### config.mk
export PLATFORM = sky130hd
export DESIGN_NAME = sis_regs
export DESIGN_NICKNAME = d
export VERILOG_FILES = /design/src/include/sis_pkg.sv /design/src/verilog/sis_regs.sv
export SDC_FILE = /design/constraint.sdc
export NUM_CORES = 1
export LEC_CHECK = 0
export BUFFER_PORTS_ARGS = -buffer_cell sky130_fd_sc_hd__clkbuf_2
export CAP_MARGIN = 20
export CORE_MARGIN = 4
export CORE_UTILIZATION = 46
export CTS_CLUSTER_SIZE = 16
export DETAILED_ROUTE_END_ITERATION = 10
export HOLD_SLACK_MARGIN = 0.1
export PLACE_DENSITY = 0.79
export SYNTH_ARGS = -nofsm -noshare
export SYNTH_HDL_FRONTEND = slang
export SYNTH_SLANG_ARGS = --single-unit
### constraint.sdc
create_clock -name aclk -period 1.6 [get_ports aclk]
set_input_delay 0.16 -clock aclk [delete_from_list [all_inputs] [get_ports aclk]]
set_output_delay 0.16 -clock aclk [all_outputs]
set_load 0.1 [all_outputs]
### src/include/sis_pkg.sv
/*
 * package for the system integrity control/status register block:
 * register offsets, bit positions, reset values and bus response codes.
 * assumes an AXI4-Lite slave with 32-bit data, one register per aligned word.
 */
package sis_pkg;

    // byte addresses on the register bus
    localparam logic [3:0] OFF_CTRL_STATUS = 4'h0;
    localparam logic [3:0] OFF_CAUSE = 4'h4;
    localparam logic [3:0] OFF_STRAPS = 4'h8;

    // shared bit
    localparam int BIT_PAGE = 7;
    // page 0
    localparam int BIT_WARN_IE = 6;
    localparam int BIT_WARN_FLAG = 5;
    localparam int BIT_SUP_RST = 4;
    localparam int BIT_GUARD_IE = 2;
    localparam int BIT_GUARD_DET = 1;
    localparam int BIT_WDG_RST = 0;
    // page 1
    localparam int BIT_FREERUN = 5;
    localparam int BIT_LOCK = 4;
    localparam int BIT_PLL_EN = 3;
    localparam int BIT_CLK_SEL = 1;

    localparam logic [7:0] RESET_PAGE0 = 8'h00;
    localparam logic [7:0] RESET_PAGE1 = 8'h00;

    localparam logic [1:0] RESP_OKAY = 2'b00;
    localparam logic [1:0] RESP_SLVERR = 2'b10;

    // status inputs from the analog detectors, clock detector and pll
    typedef struct packed {
        logic warn_level;
        logic osc_failed;
        logic osc_recovered;
        logic pll_locked;
    } sis_status_t;

    // reset cause and option levels, sampled by the reset logic
    typedef struct packed {
        logic supply_rst;
        logic wdg_rst;
        logic supervisor_opt;
        logic pll_opt;
        logic in_circuit;
    } sis_cause_t;

    // controls driven out to the clock tree
    typedef struct packed {
        logic pll_enable;
        logic freerun;
        logic use_pll_clk;
    } sis_clk_ctrl_t;

endpackage

### src/verilog/sis_regs.sv
/*
 * system integrity control/status register, two pages behind one word,
 * reached over AXI4-Lite; drives the warning and clock-guard interrupt
 * requests and the pll controls.
 * assumes status and cause inputs are asynchronous to aclk and that the
 * cpu supplies a one-cycle pulse when it enters the warning service routine.
 */
// Added by the designer: the register offsets and the AXI4-Lite register port.
`timescale 1ns/100ps
`default_nettype none

// Notes on behaviour
// - bit 7 selects page; 0 page-0 layout, 1 page-1 layout at same address.
// - warning irq enable set: request on every warning flag change, both ways.
// - pending warning request clears when cpu enters its service routine.
// - warning flag is read-only, follows hardware: 1 means supply below threshold.
// - supply reset flag set by supply reset; software clears by writing zero.
// - supply reset flag undefined when supervisor option off; do not rely.
// - clock guard irq enable gates detection interrupt; no effect without pll.
// - guard detect set on oscillator failure; read clears only after recovery.
// - guard detect reads zero while pll enable is zero.
// - watchdog flag set by watchdog reset; cleared by zero write or supply reset.
// - two reset flags encode source: pin, watchdog, or supply.
// - supply reset flag survives later external or watchdog resets.
// - free-run bit 0 closes pll loop, 1 gives free-running oscillator.
// - in-circuit session forces free-run, pll enable and clock select to 1.
// - pll lock bit is read-only, set by hardware once locked.
// - pll enable turns on both pll and clock detector.
// - pll enable cannot be cleared while clock select is 1.
// - clock select 0 oscillator, 1 pll; writable, presettable by option (here the bit is not preset; pll_opt is ORed into use_pll_clk).
// - never switch to pll clock while pll enable is zero.
// - when option fixes the clock source, select writes do not affect it.
// - warning detector, flag and interrupt active only with supervisor option.
module sis_regs (
    // clock and reset
    input wire logic aclk,
    input wire logic aresetn,
    // axi4-lite write address
    input wire logic [3:0] s_axi_awaddr,
    input wire logic s_axi_awvalid,
    output logic s_axi_awready,
    // axi4-lite write data
    input wire logic [31:0] s_axi_wdata,
    input wire logic [3:0] s_axi_wstrb,
    input wire logic s_axi_wvalid,
    output logic s_axi_wready,
    // axi4-lite write response
    output logic [1:0] s_axi_bresp,
    output logic s_axi_bvalid,
    input wire logic s_axi_bready,
    // axi4-lite read address
    input wire logic [3:0] s_axi_araddr,
    input wire logic s_axi_arvalid,
    output logic s_axi_arready,
    // axi4-lite read data
    output logic [31:0] s_axi_rdata,
    output logic [1:0] s_axi_rresp,
    output logic s_axi_rvalid,
    input wire logic s_axi_rready,
    // hardware status and reset cause
    input wire sis_pkg::sis_status_t status_in,
    input wire sis_pkg::sis_cause_t cause_in,
    // cpu enters warning service routine
    input wire logic warn_irq_ack,
    // interrupt requests and clock controls
    output logic warn_irq,
    output logic guard_irq,
    output sis_pkg::sis_clk_ctrl_t clk_ctrl
);

    // two-flop synchronisers for everything that comes from outside aclk
    localparam int NSYNC = $bits(sis_pkg::sis_status_t) + $bits(sis_pkg::sis_cause_t);
    logic [NSYNC-1:0] meta_q, meta_d, sync_q, sync_d;
    sis_pkg::sis_status_t st;
    sis_pkg::sis_cause_t cs;

    always_comb begin
        meta_d = {status_in, cause_in};
        sync_d = meta_q;
    end
    always_ff @(posedge aclk) begin
        if (!aresetn) begin
            meta_q <= '0;
            sync_q <= '0;
        end else begin
            meta_q <= meta_d;
            sync_q <= sync_d;
        end
    end
    assign {st, cs} = sync_q;

    // register state
    logic page_q, page_d;
    logic warn_ie_q, warn_ie_d;
    logic sup_rst_q, sup_rst_d;
    logic guard_ie_q, guard_ie_d;
    logic guard_det_q, guard_det_d;
    logic wdg_rst_q, wdg_rst_d;
    logic freerun_q, freerun_d;
    logic pll_en_q, pll_en_d;
    logic clk_sel_q, clk_sel_d;
    logic warn_prev_q, warn_prev_d;
    logic warn_pend_q, warn_pend_d;
    logic sup_rst_prev_q, sup_rst_prev_d, wdg_prev_q, wdg_prev_d;

    // bus handshake state
    logic aw_full_q, aw_full_d, w_full_q, w_full_d;
    logic [3:0] aw_addr_q, aw_addr_d;
    logic [7:0] w_byte_q, w_byte_d;
    logic w_lane0_q, w_lane0_d;
    logic bvalid_q, bvalid_d;
    logic [1:0] bresp_q, bresp_d;
    logic rvalid_q, rvalid_d;
    logic [31:0] rdata_q, rdata_d;
    logic [1:0] rresp_q, rresp_d;

    logic warn_level, warn_edge, guard_view, wr_go, rd_go, wr_reg, rd_reg;
    logic [7:0] page0_view, page1_view, reg_view;

    // detector only counts with the supervisor option on
    assign warn_level = cs.supervisor_opt & st.warn_level;
    assign warn_edge = warn_level ^ warn_prev_q;
    assign guard_view = guard_det_q & pll_en_q;

    always_comb begin
        page0_view = sis_pkg::RESET_PAGE0;
        page0_view[sis_pkg::BIT_PAGE] = page_q;
        page0_view[sis_pkg::BIT_WARN_IE] = warn_ie_q;
        page0_view[sis_pkg::BIT_WARN_FLAG] = warn_level;
        page0_view[sis_pkg::BIT_SUP_RST] = sup_rst_q;
        page0_view[sis_pkg::BIT_GUARD_IE] = guard_ie_q;
        page0_view[sis_pkg::BIT_GUARD_DET] = guard_view;
        page0_view[sis_pkg::BIT_WDG_RST] = wdg_rst_q;
        page1_view = sis_pkg::RESET_PAGE1;
        page1_view[sis_pkg::BIT_PAGE] = page_q;
        page1_view[sis_pkg::BIT_FREERUN] = freerun_q;
        page1_view[sis_pkg::BIT_LOCK] = st.pll_locked & pll_en_q;
        page1_view[sis_pkg::BIT_PLL_EN] = pll_en_q;
        page1_view[sis_pkg::BIT_CLK_SEL] = clk_sel_q;
        reg_view = page_q ? page1_view : page0_view;
    end

    // write takes both channels in either order; response after both
    assign wr_go = aw_full_q & w_full_q & ~bvalid_q;
    assign wr_reg = wr_go & (aw_addr_q == sis_pkg::OFF_CTRL_STATUS) & w_lane0_q;
    assign rd_go = s_axi_arvalid & ~rvalid_q;
    assign rd_reg = rd_go & (s_axi_araddr == sis_pkg::OFF_CTRL_STATUS);

    always_comb begin
        aw_full_d = aw_full_q;
        w_full_d = w_full_q;
        aw_addr_d = aw_addr_q;
        w_byte_d = w_byte_q;
        w_lane0_d = w_lane0_q;
        bvalid_d = bvalid_q;
        bresp_d = bresp_q;
        rvalid_d = rvalid_q;
        rdata_d = rdata_q;
        rresp_d = rresp_q;
        if (s_axi_awvalid && s_axi_awready) begin
            aw_full_d = 1'b1;
            aw_addr_d = s_axi_awaddr;
        end
        if (s_axi_wvalid && s_axi_wready) begin
            w_full_d = 1'b1;
            w_byte_d = s_axi_wdata[7:0];
            w_lane0_d = s_axi_wstrb[0];
        end
        if (wr_go) begin
            aw_full_d = 1'b0;
            w_full_d = 1'b0;
            bvalid_d = 1'b1;
            bresp_d = (aw_addr_q[3:2] <= sis_pkg::OFF_STRAPS[3:2]) ?
                sis_pkg::RESP_OKAY : sis_pkg::RESP_SLVERR;
        end else if (bvalid_q && s_axi_bready) begin
            bvalid_d = 1'b0;
        end
        if (rd_go) begin
            rvalid_d = 1'b1;
            rresp_d = sis_pkg::RESP_OKAY;
            unique case (s_axi_araddr)
                sis_pkg::OFF_CTRL_STATUS: rdata_d = {24'h00_0000, reg_view};
                sis_pkg::OFF_CAUSE: rdata_d = {30'h0000_0000, warn_pend_q, warn_irq};
                sis_pkg::OFF_STRAPS: rdata_d = {27'h000_0000, cs};
                default: begin
                    rdata_d = 32'h0000_0000;
                    rresp_d = sis_pkg::RESP_SLVERR;
                end
            endcase
        end else if (rvalid_q && s_axi_rready) begin
            rvalid_d = 1'b0;
        end
    end

    always_comb begin
        page_d = page_q;
        warn_ie_d = warn_ie_q;
        sup_rst_d = sup_rst_q;
        guard_ie_d = guard_ie_q;
        guard_det_d = guard_det_q;
        wdg_rst_d = wdg_rst_q;
        freerun_d = freerun_q;
        pll_en_d = pll_en_q;
        clk_sel_d = clk_sel_q;
        warn_prev_d = warn_level;
        warn_pend_d = warn_pend_q;
        sup_rst_prev_d = cs.supply_rst;
        wdg_prev_d = cs.wdg_rst;

        if (wr_reg) begin
            page_d = w_byte_q[sis_pkg::BIT_PAGE];
            if (!page_q) begin
                warn_ie_d = w_byte_q[sis_pkg::BIT_WARN_IE];
                guard_ie_d = w_byte_q[sis_pkg::BIT_GUARD_IE];
                // flags only accept zero; writing one leaves them
                if (!w_byte_q[sis_pkg::BIT_SUP_RST]) sup_rst_d = 1'b0;
                if (!w_byte_q[sis_pkg::BIT_WDG_RST]) wdg_rst_d = 1'b0;
            end else begin
                freerun_d = w_byte_q[sis_pkg::BIT_FREERUN];
                clk_sel_d = w_byte_q[sis_pkg::BIT_CLK_SEL];
                // pll stays on while clock select is 1
                pll_en_d = w_byte_q[sis_pkg::BIT_PLL_EN] | clk_sel_q;
            end
        end

        // read of page 0 clears detection only once the oscillator is back
        if (rd_reg && !page_q && st.osc_recovered) guard_det_d = 1'b0;
        if (pll_en_q && st.osc_failed) guard_det_d = 1'b1;
        if (!pll_en_q) guard_det_d = 1'b0;

        // cause flags rise on the reset event edge; set wins over a zero write
        // with the supervisor option off the supply flag carries no meaning
        if (cs.wdg_rst && !wdg_prev_q) wdg_rst_d = 1'b1;
        if (cs.supply_rst && !sup_rst_prev_q) begin
            sup_rst_d = 1'b1;
            wdg_rst_d = 1'b0;
        end

        // acknowledge clears, a fresh edge in the same cycle wins
        if (warn_irq_ack) warn_pend_d = 1'b0;
        if (warn_ie_q && warn_edge) warn_pend_d = 1'b1;
        if (!cs.supervisor_opt) warn_pend_d = 1'b0;

        if (cs.in_circuit) begin
            freerun_d = 1'b1;
            pll_en_d = 1'b1;
            clk_sel_d = 1'b1;
        end
    end

    // aresetn clears the cause flags too: the reset logic re-raises them
    // through cause_in after release, which keeps supply evidence intact
    always_ff @(posedge aclk) begin
        if (!aresetn) begin
            page_q <= 1'b0;
            warn_ie_q <= 1'b0;
            sup_rst_q <= 1'b0;
            guard_ie_q <= 1'b0;
            guard_det_q <= 1'b0;
            wdg_rst_q <= 1'b0;
            freerun_q <= 1'b0;
            pll_en_q <= 1'b0;
            clk_sel_q <= 1'b0;
            warn_prev_q <= 1'b0;
            warn_pend_q <= 1'b0;
            sup_rst_prev_q <= 1'b0;
            wdg_prev_q <= 1'b0;
            aw_full_q <= 1'b0;
            w_full_q <= 1'b0;
            aw_addr_q <= 4'h0;
            w_byte_q <= 8'h00;
            w_lane0_q <= 1'b0;
            bvalid_q <= 1'b0;
            bresp_q <= 2'b00;
            rvalid_q <= 1'b0;
            rdata_q <= 32'h0000_0000;
            rresp_q <= 2'b00;
        end else begin
            page_q <= page_d;
            warn_ie_q <= warn_ie_d;
            sup_rst_q <= sup_rst_d;
            guard_ie_q <= guard_ie_d;
            guard_det_q <= guard_det_d;
            wdg_rst_q <= wdg_rst_d;
            freerun_q <= freerun_d;
            pll_en_q <= pll_en_d;
            clk_sel_q <= clk_sel_d;
            warn_prev_q <= warn_prev_d;
            warn_pend_q <= warn_pend_d;
            sup_rst_prev_q <= sup_rst_prev_d;
            wdg_prev_q <= wdg_prev_d;
            aw_full_q <= aw_full_d;
            w_full_q <= w_full_d;
            aw_addr_q <= aw_addr_d;
            w_byte_q <= w_byte_d;
            w_lane0_q <= w_lane0_d;
            bvalid_q <= bvalid_d;
            bresp_q <= bresp_d;
            rvalid_q <= rvalid_d;
            rdata_q <= rdata_d;
            rresp_q <= rresp_d;
        end
    end

    assign s_axi_awready = ~aw_full_q;
    assign s_axi_wready = ~w_full_q;
    assign s_axi_bvalid = bvalid_q;
    assign s_axi_bresp = bresp_q;
    assign s_axi_arready = ~rvalid_q;
    assign s_axi_rvalid = rvalid_q;
    assign s_axi_rdata = rdata_q;
    assign s_axi_rresp = rresp_q;

    assign warn_irq = warn_pend_q;
    assign guard_irq = guard_ie_q & guard_view & pll_en_q;
    always_comb begin
        clk_ctrl.pll_enable = pll_en_q;
        clk_ctrl.freerun = freerun_q;
        // option wins over the bit; pll clock only with pll running
        clk_ctrl.use_pll_clk = (cs.pll_opt | clk_sel_q) & pll_en_q;
    end

    AST_PAGE_SWITCH: assert property (@(posedge aclk) disable iff (!aresetn)
        wr_reg |=> page_q == $past(w_byte_q[sis_pkg::BIT_PAGE]))
        else $error("page bit did not follow write");
    AST_WARN_EDGE: assert property (@(posedge aclk) disable iff (!aresetn)
        warn_ie_q && warn_edge && cs.supervisor_opt |=> warn_irq)
        else $error("warning change without request");
    AST_WARN_ACK: assert property (@(posedge aclk) disable iff (!aresetn)
        warn_irq_ack && !warn_edge |=> !warn_irq)
        else $error("warning request survived acknowledge");
    AST_GUARD_ZERO: assert property (@(posedge aclk) disable iff (!aresetn)
        !pll_en_q |-> !guard_view && !guard_irq)
        else $error("guard detect visible with pll off");
    AST_GUARD_HOLD: assert property (@(posedge aclk) disable iff (!aresetn)
        guard_det_q && pll_en_q && !st.osc_recovered ##1 pll_en_q |-> guard_det_q)
        else $error("guard detect cleared before recovery");
    AST_PLL_KEEP: assert property (@(posedge aclk) disable iff (!aresetn)
        clk_sel_q && pll_en_q |=> pll_en_q)
        else $error("pll disabled while selected");
    AST_NO_PLL_CLK: assert property (@(posedge aclk) disable iff (!aresetn)
        clk_ctrl.use_pll_clk |-> pll_en_q)
        else $error("pll clock used while pll disabled");
    AST_SUP_SET: assert property (@(posedge aclk) disable iff (!aresetn)
        cs.supply_rst && !sup_rst_prev_q |=> sup_rst_q && !wdg_rst_q)
        else $error("supply reset flags wrong");
    AST_ICC_FORCE: assert property (@(posedge aclk) disable iff (!aresetn)
        cs.in_circuit |=> freerun_q && pll_en_q && clk_sel_q)
        else $error("session did not force clock bits");
    AST_GUARD_READ_OFF: assert property (@(posedge aclk) disable iff (!aresetn)
        rd_reg && !page_q && !pll_en_q |=> !s_axi_rdata[sis_pkg::BIT_GUARD_DET])
        else $error("guard detect read as set with pll off");
    AST_WARN_FLAG: assert property (@(posedge aclk) disable iff (!aresetn)
        rd_reg && !page_q |=> s_axi_rdata[sis_pkg::BIT_WARN_FLAG] == $past(warn_level))
        else $error("warning flag read does not follow detector");
    AST_SEL_WRITE: assert property (@(posedge aclk) disable iff (!aresetn)
        wr_reg && page_q && !cs.in_circuit |=> clk_sel_q == $past(w_byte_q[sis_pkg::BIT_CLK_SEL]))
        else $error("clock select did not follow write");
    AST_WDG_SET: assert property (@(posedge aclk) disable iff (!aresetn)
        cs.wdg_rst && !wdg_prev_q && !cs.supply_rst |=> wdg_rst_q)
        else $error("watchdog flag not set by watchdog reset");
    AST_SUP_KEEP: assert property (@(posedge aclk) disable iff (!aresetn)
        sup_rst_q && !wr_reg |=> sup_rst_q)
        else $error("supply reset flag lost without a write");
    AST_WARN_OFF: assert property (@(posedge aclk) disable iff (!aresetn)
        !cs.supervisor_opt |=> !warn_irq)
        else $error("warning request with supervisor option off");
    AST_GUARD_IRQ: assert property (@(posedge aclk) disable iff (!aresetn)
        guard_ie_q && guard_det_q && pll_en_q |-> guard_irq)
        else $error("enabled guard detection without request");

endmodule

`default_nettype wire
# == Word level (Yosys, flattened, before mapping) ==
# Cells that the tools add are included.
# Widths: inputs -> output; s select.
# word_totals
reg_bits,84
latch_bits,0
mem_bits_rw,0
rom_bits,0
in_bits,61
elab_cells,114
n_memories,0
# op_classes
n_addsub,0
n_mul,0
div_mod_pow,0
order_cmp,1
eq_ne,6
shift,0
mux,29
bitwise_logic,21
n_reduce_logical,32
# op_table
cell,count
$mux 1,25
$pmux 8 s3,1
$reduce_bool 2->1,8
$and 1x1->1,12
$logic_and 1x1->1,10
$logic_not 4->1,2
$mux 8,1
$ne 2x1->1 const B,4
$reduce_and 2->1,4
$not 1->1,6
$reduce_and 3->1,2
$eq 4x3->1 const B,1
$eq 4x4->1 const B,1
$mux 2,2
$reduce_or 2->1,2
$logic_not 1->1,3
$reduce_or 3->1,1
$le 2x2->1 const B,1
$or 1x1->1,2
$xor 1x1->1,1

# == Longest topological paths before layout ==
# logic_depth
word_depth,7
mapped_depth,5

# == Least setup slack after synthesis ==
# No wires, ideal clock.
# synth_path
path_type,register -> output
from,reg pll_en_q
to,out clk_ctrl[0] (netlist bit)
arrival_time_ns,1.711
setup_slack_ns,-0.271
stages_incl_launch_ff,3
n_path_buf,0
cell_sequence,dfxtp_1 > inv_1 > nor2_1
# synth_lines
element,line_no,rtl
from (decl),sis_regs.sv:100,"logic pll_en_q, pll_en_d;"
from (signal assigned),sis_regs.sv:286,pll_en_q <= pll_en_d;
to (decl),sis_regs.sv:68,output sis_pkg::sis_clk_ctrl_t clk_ctrl

==> flow_summary.ini <==
[sta]
final-max-slew-violation-count = 0
relSlewSlack = 0.563
tightest_slew_ns = 0.654
tns_ns = 0
rsz0062_at_grt = no
setup_viol = 0
max_freq_ghz = 0.702
min_period_ns = 1.42
hold_viol_final = 0
period_share = 0.890
fin_hold_ws_ns = 0.189
skew_ns = 0.00477

[routing]
first_pass_iters = 4
wl_per_cell_um = 11.6
drtIter0Drc = 112
vias = 1880
via_per_inst = 4.53
drc = 0
detail-route-antenna-nets = 0
wl_um = 4830

[setup_path]
crit_end = clk_ctrl[0]
critPathTopFamily = flip-flops
critPathLaunch = pll_en_q
cp_max_fo = 6
worst_setup_path_start_kind = register
critPathMaxStageDelay_ns = 0.41
cp_slowest_cell = dfxtp_1
r2r_setup_slack_ns = 0.21
worstReg2RegEnd = s_axi_rdata[1]
rr_worst_depth = 4
path_class = register to output pin
cp_num_buf_inv = 2
cp.depth = 3
crit_path_cell_trace = inv_1 > nor2_2 > buf_4
worstPathRequired_ns = 1.44
cp.arrival_ns = 1.26
rr_startpoint = page_q
end_kind = output pin

[floorplan]
fp.dieW_um = 79.3
fp-row-count = 25
start_util = 0.485
die_y_um = 79.3
core_sq_mm = 0.00482
boundaryPins = 107
dieArea_sq_mm = 0.00629

[pwr]
seqPwrFrac = 0.438
irDropWorstVdd_mv = 0.670
internal-power_uw = 2410
switching_power_uw = 1110
pwr-share-clk = 0.381
p_leak_uw = 0.00133
combPwrFrac = 0.182
swShare = 0.316
powerDensity_mw_per_mm2 = 1160

[global_route]
met1_usage = 0.179
met3_usage = 0.0476
grt_overflow = 0
grt_usage = 0.165
grt_start_max_net_pins = 27
grt_pass1_vias = 1775
met2_usage = 0.293
antenna_found_initial = 0
busiest_layer = met2
grt_pass1_wl_um = 7910

[clock_tree]
cts_buffers = 9
post_cts_buffers = 0
cts_sinks = 58
root_buffer = clkbuf_8
max-clock-path-buffers = 2
holdBufCountCts = 26
clkLatencyLatePin_ns = 0.33
htreeDepth = 3
cts_tree = done
clkTransAtPathRegs_ns = 0.07
cts_resized = 0

[placement]
dpl.hpwl_um = 3360
portBuffers = 53
gp_congestion = 0.838

[logic_synthesis]
postSynthAreaPerCell_sq_um = 8.93
synth_area_leader_cell = dfxtp_1
async_reset_ff_frac = 0
synthTopCellsByArea = dfxtp_1 (50%), buf_4 (9.0%), and2_1 (5.6%)
synth_area_sq_mm = 0.00234
synthCells = 262
synth_seq_cells = 58
synth_top_area_frac = 0.497
yosysSeqAreaShare = 0.497
yosys_warnings = 0
synth_enable_flop_cells = 0
synth_ff_type = dfxtp_1
yosysUniqueCellTypes = 39

[final_layout]
drive_above_1_share = 0.236
seqCellArea_sq_mm = 0.00116
n_antenna_cell = 0
multi_input_area_sq_um = 993
fill_cells = 394
areaGrowthSynthToFinish_pct = 29.8
final_nets = 404

[status]
status = completed

[flow_run]
maxCapViolations = 0

[worst_hold_path]
hold_class = input port to register
[worst min-delay path: stages]
cell and delay (ns):
clkbuf_2 0.08, nor2b_1 0.05, a21oi_1 0.14, nor2_1 0.05
[cells in the mapped netlist, types with 2 or more instances]
master	number
nor2b_1	5
mux2i_1	8
nor4_2	2
and2_1	21
a211oi_1	2
buf_4	28
nand3b_1	2
inv_1	6
dfxtp_1	58
nand2b_1	6
o21ai_1	2
inv_2	2
a21oi_1	19
o211ai_1	2
o21ai_0	3
clkbuf_1	8
nand2_1	33
nor2_1	23
nand3_1	5
o41ai_1	2
o31ai_1	2
and3_1	2
buf_2	2
a22oi_1	4
[cells in the final DEF, fill, tap and decap left out, types with 2 or more instances in the layout]
cell,synthesis,layout
a211oi_1,2,2
clkbuf_2,0,51
mux2i_1,8,8
clkinvlp_4,0,3
nand2b_1,6,6
nor4_2,2,2
nand3b_1,2,2
o21ai_1,2,2
a21oi_1,19,19
nor2_1,23,22
dlygate4sd3_1,0,26
conb_1,1,26
dfxtp_2,0,2
and3_1,2,2
o21ai_0,3,3
and2_1,21,21
a22oi_1,4,4
nor2_2,1,2
inv_1,6,6
nand2_1,33,33
nor2b_1,5,5
o31ai_1,2,2
buf_4,28,6
o41ai_1,2,2
inv_2,2,2
o211ai_1,2,2
nand3_1,5,5
clkbuf_8,0,10
dfxtp_1,58,56
[flip-flops by register name (all words and copies together) (netlist names), 4 cells and up]
name and count:
meta_q 9, sync_q 9, aw_addr_q 4, w_byte_q 8
s_axi_rdata 8
[area by class of cell]
cell class,instances,area share
tap,67,0.0276
sequential,58,0.383
clock buffer,10,0.0453
timing repair buffer,83,0.185
multi-input combinational,183,0.327
inverter,8,0.00989
clock inverter,6,0.0218
[logic make-up after synthesis]
group	count (synthesis)	share of synthesized area
and+or+nand+nor	106	0.232
DFF	58	0.497
buffers and inverters	46	0.120
AOI/OAI and AO/OA	42	0.112
muxes	8	0.0342
xor gates and xnor gates	1	0.00375
other	1	0.00160
[worst min path at each step]
stage / from / endpoint / slack, ns / cells past startpoint
final: warn_irq_ack / warn_irq / 0.19 / 4
after global placement: status_in[3] / meta_q[8] / 0.37 / 2
after floorplan: s_axi_awvalid / aw_full_q / 0.28 / 2
after detailed placement: cause_in[2] / meta_q[2] / 0.37 / 2
after CTS: warn_irq_ack / warn_irq / 0.17 / 4
after global routing: warn_irq_ack / warn_irq / 0.20 / 4
[power groups by stage]
stage / clock network, uW / registers [uW] / logic, uW
floorplan: 0 / 1610 / 514
global placement: 0 / 1570 / 582
detailed placement: 0 / 1570 / 586
CTS: 1360 / 1540 / 636
global route: 1430 / 1550 / 675
finish: 1340 / 1540 / 639
[metal layers]
layer  vias to the layer above  wire length (um)  part of all wire
met2                        51              2470              0.51
li1                        980                 -                 -
met4                         0                93             0.019
met3                        10               263             0.055
met1                       839              2000              0.41
met5                         -                 0                 0
[through the flow]
| stage | setup slack, ns | util | power [uW] | instance area [sq um] | std cells |
|---|---|---|---|---|---|
| floorplan | 0.0885 | - | 2120 | 2440 | 287 |
| global placement | 0.245 | 0.534 | 2150 | 2570 | 373 |
| detailed placement | 0.229 | 0.534 | 2160 | 2570 | 373 |
| CTS | 0.160 | 0.630 | 3540 | 3040 | 415 |
| global route | 0.0840 | 0.630 | 3660 | 3040 | 415 |
| finish | 0.176 | 0.630 | 3520 | 3040 | 415 |
No activity file was read; power rests on OpenSTA's default activity.
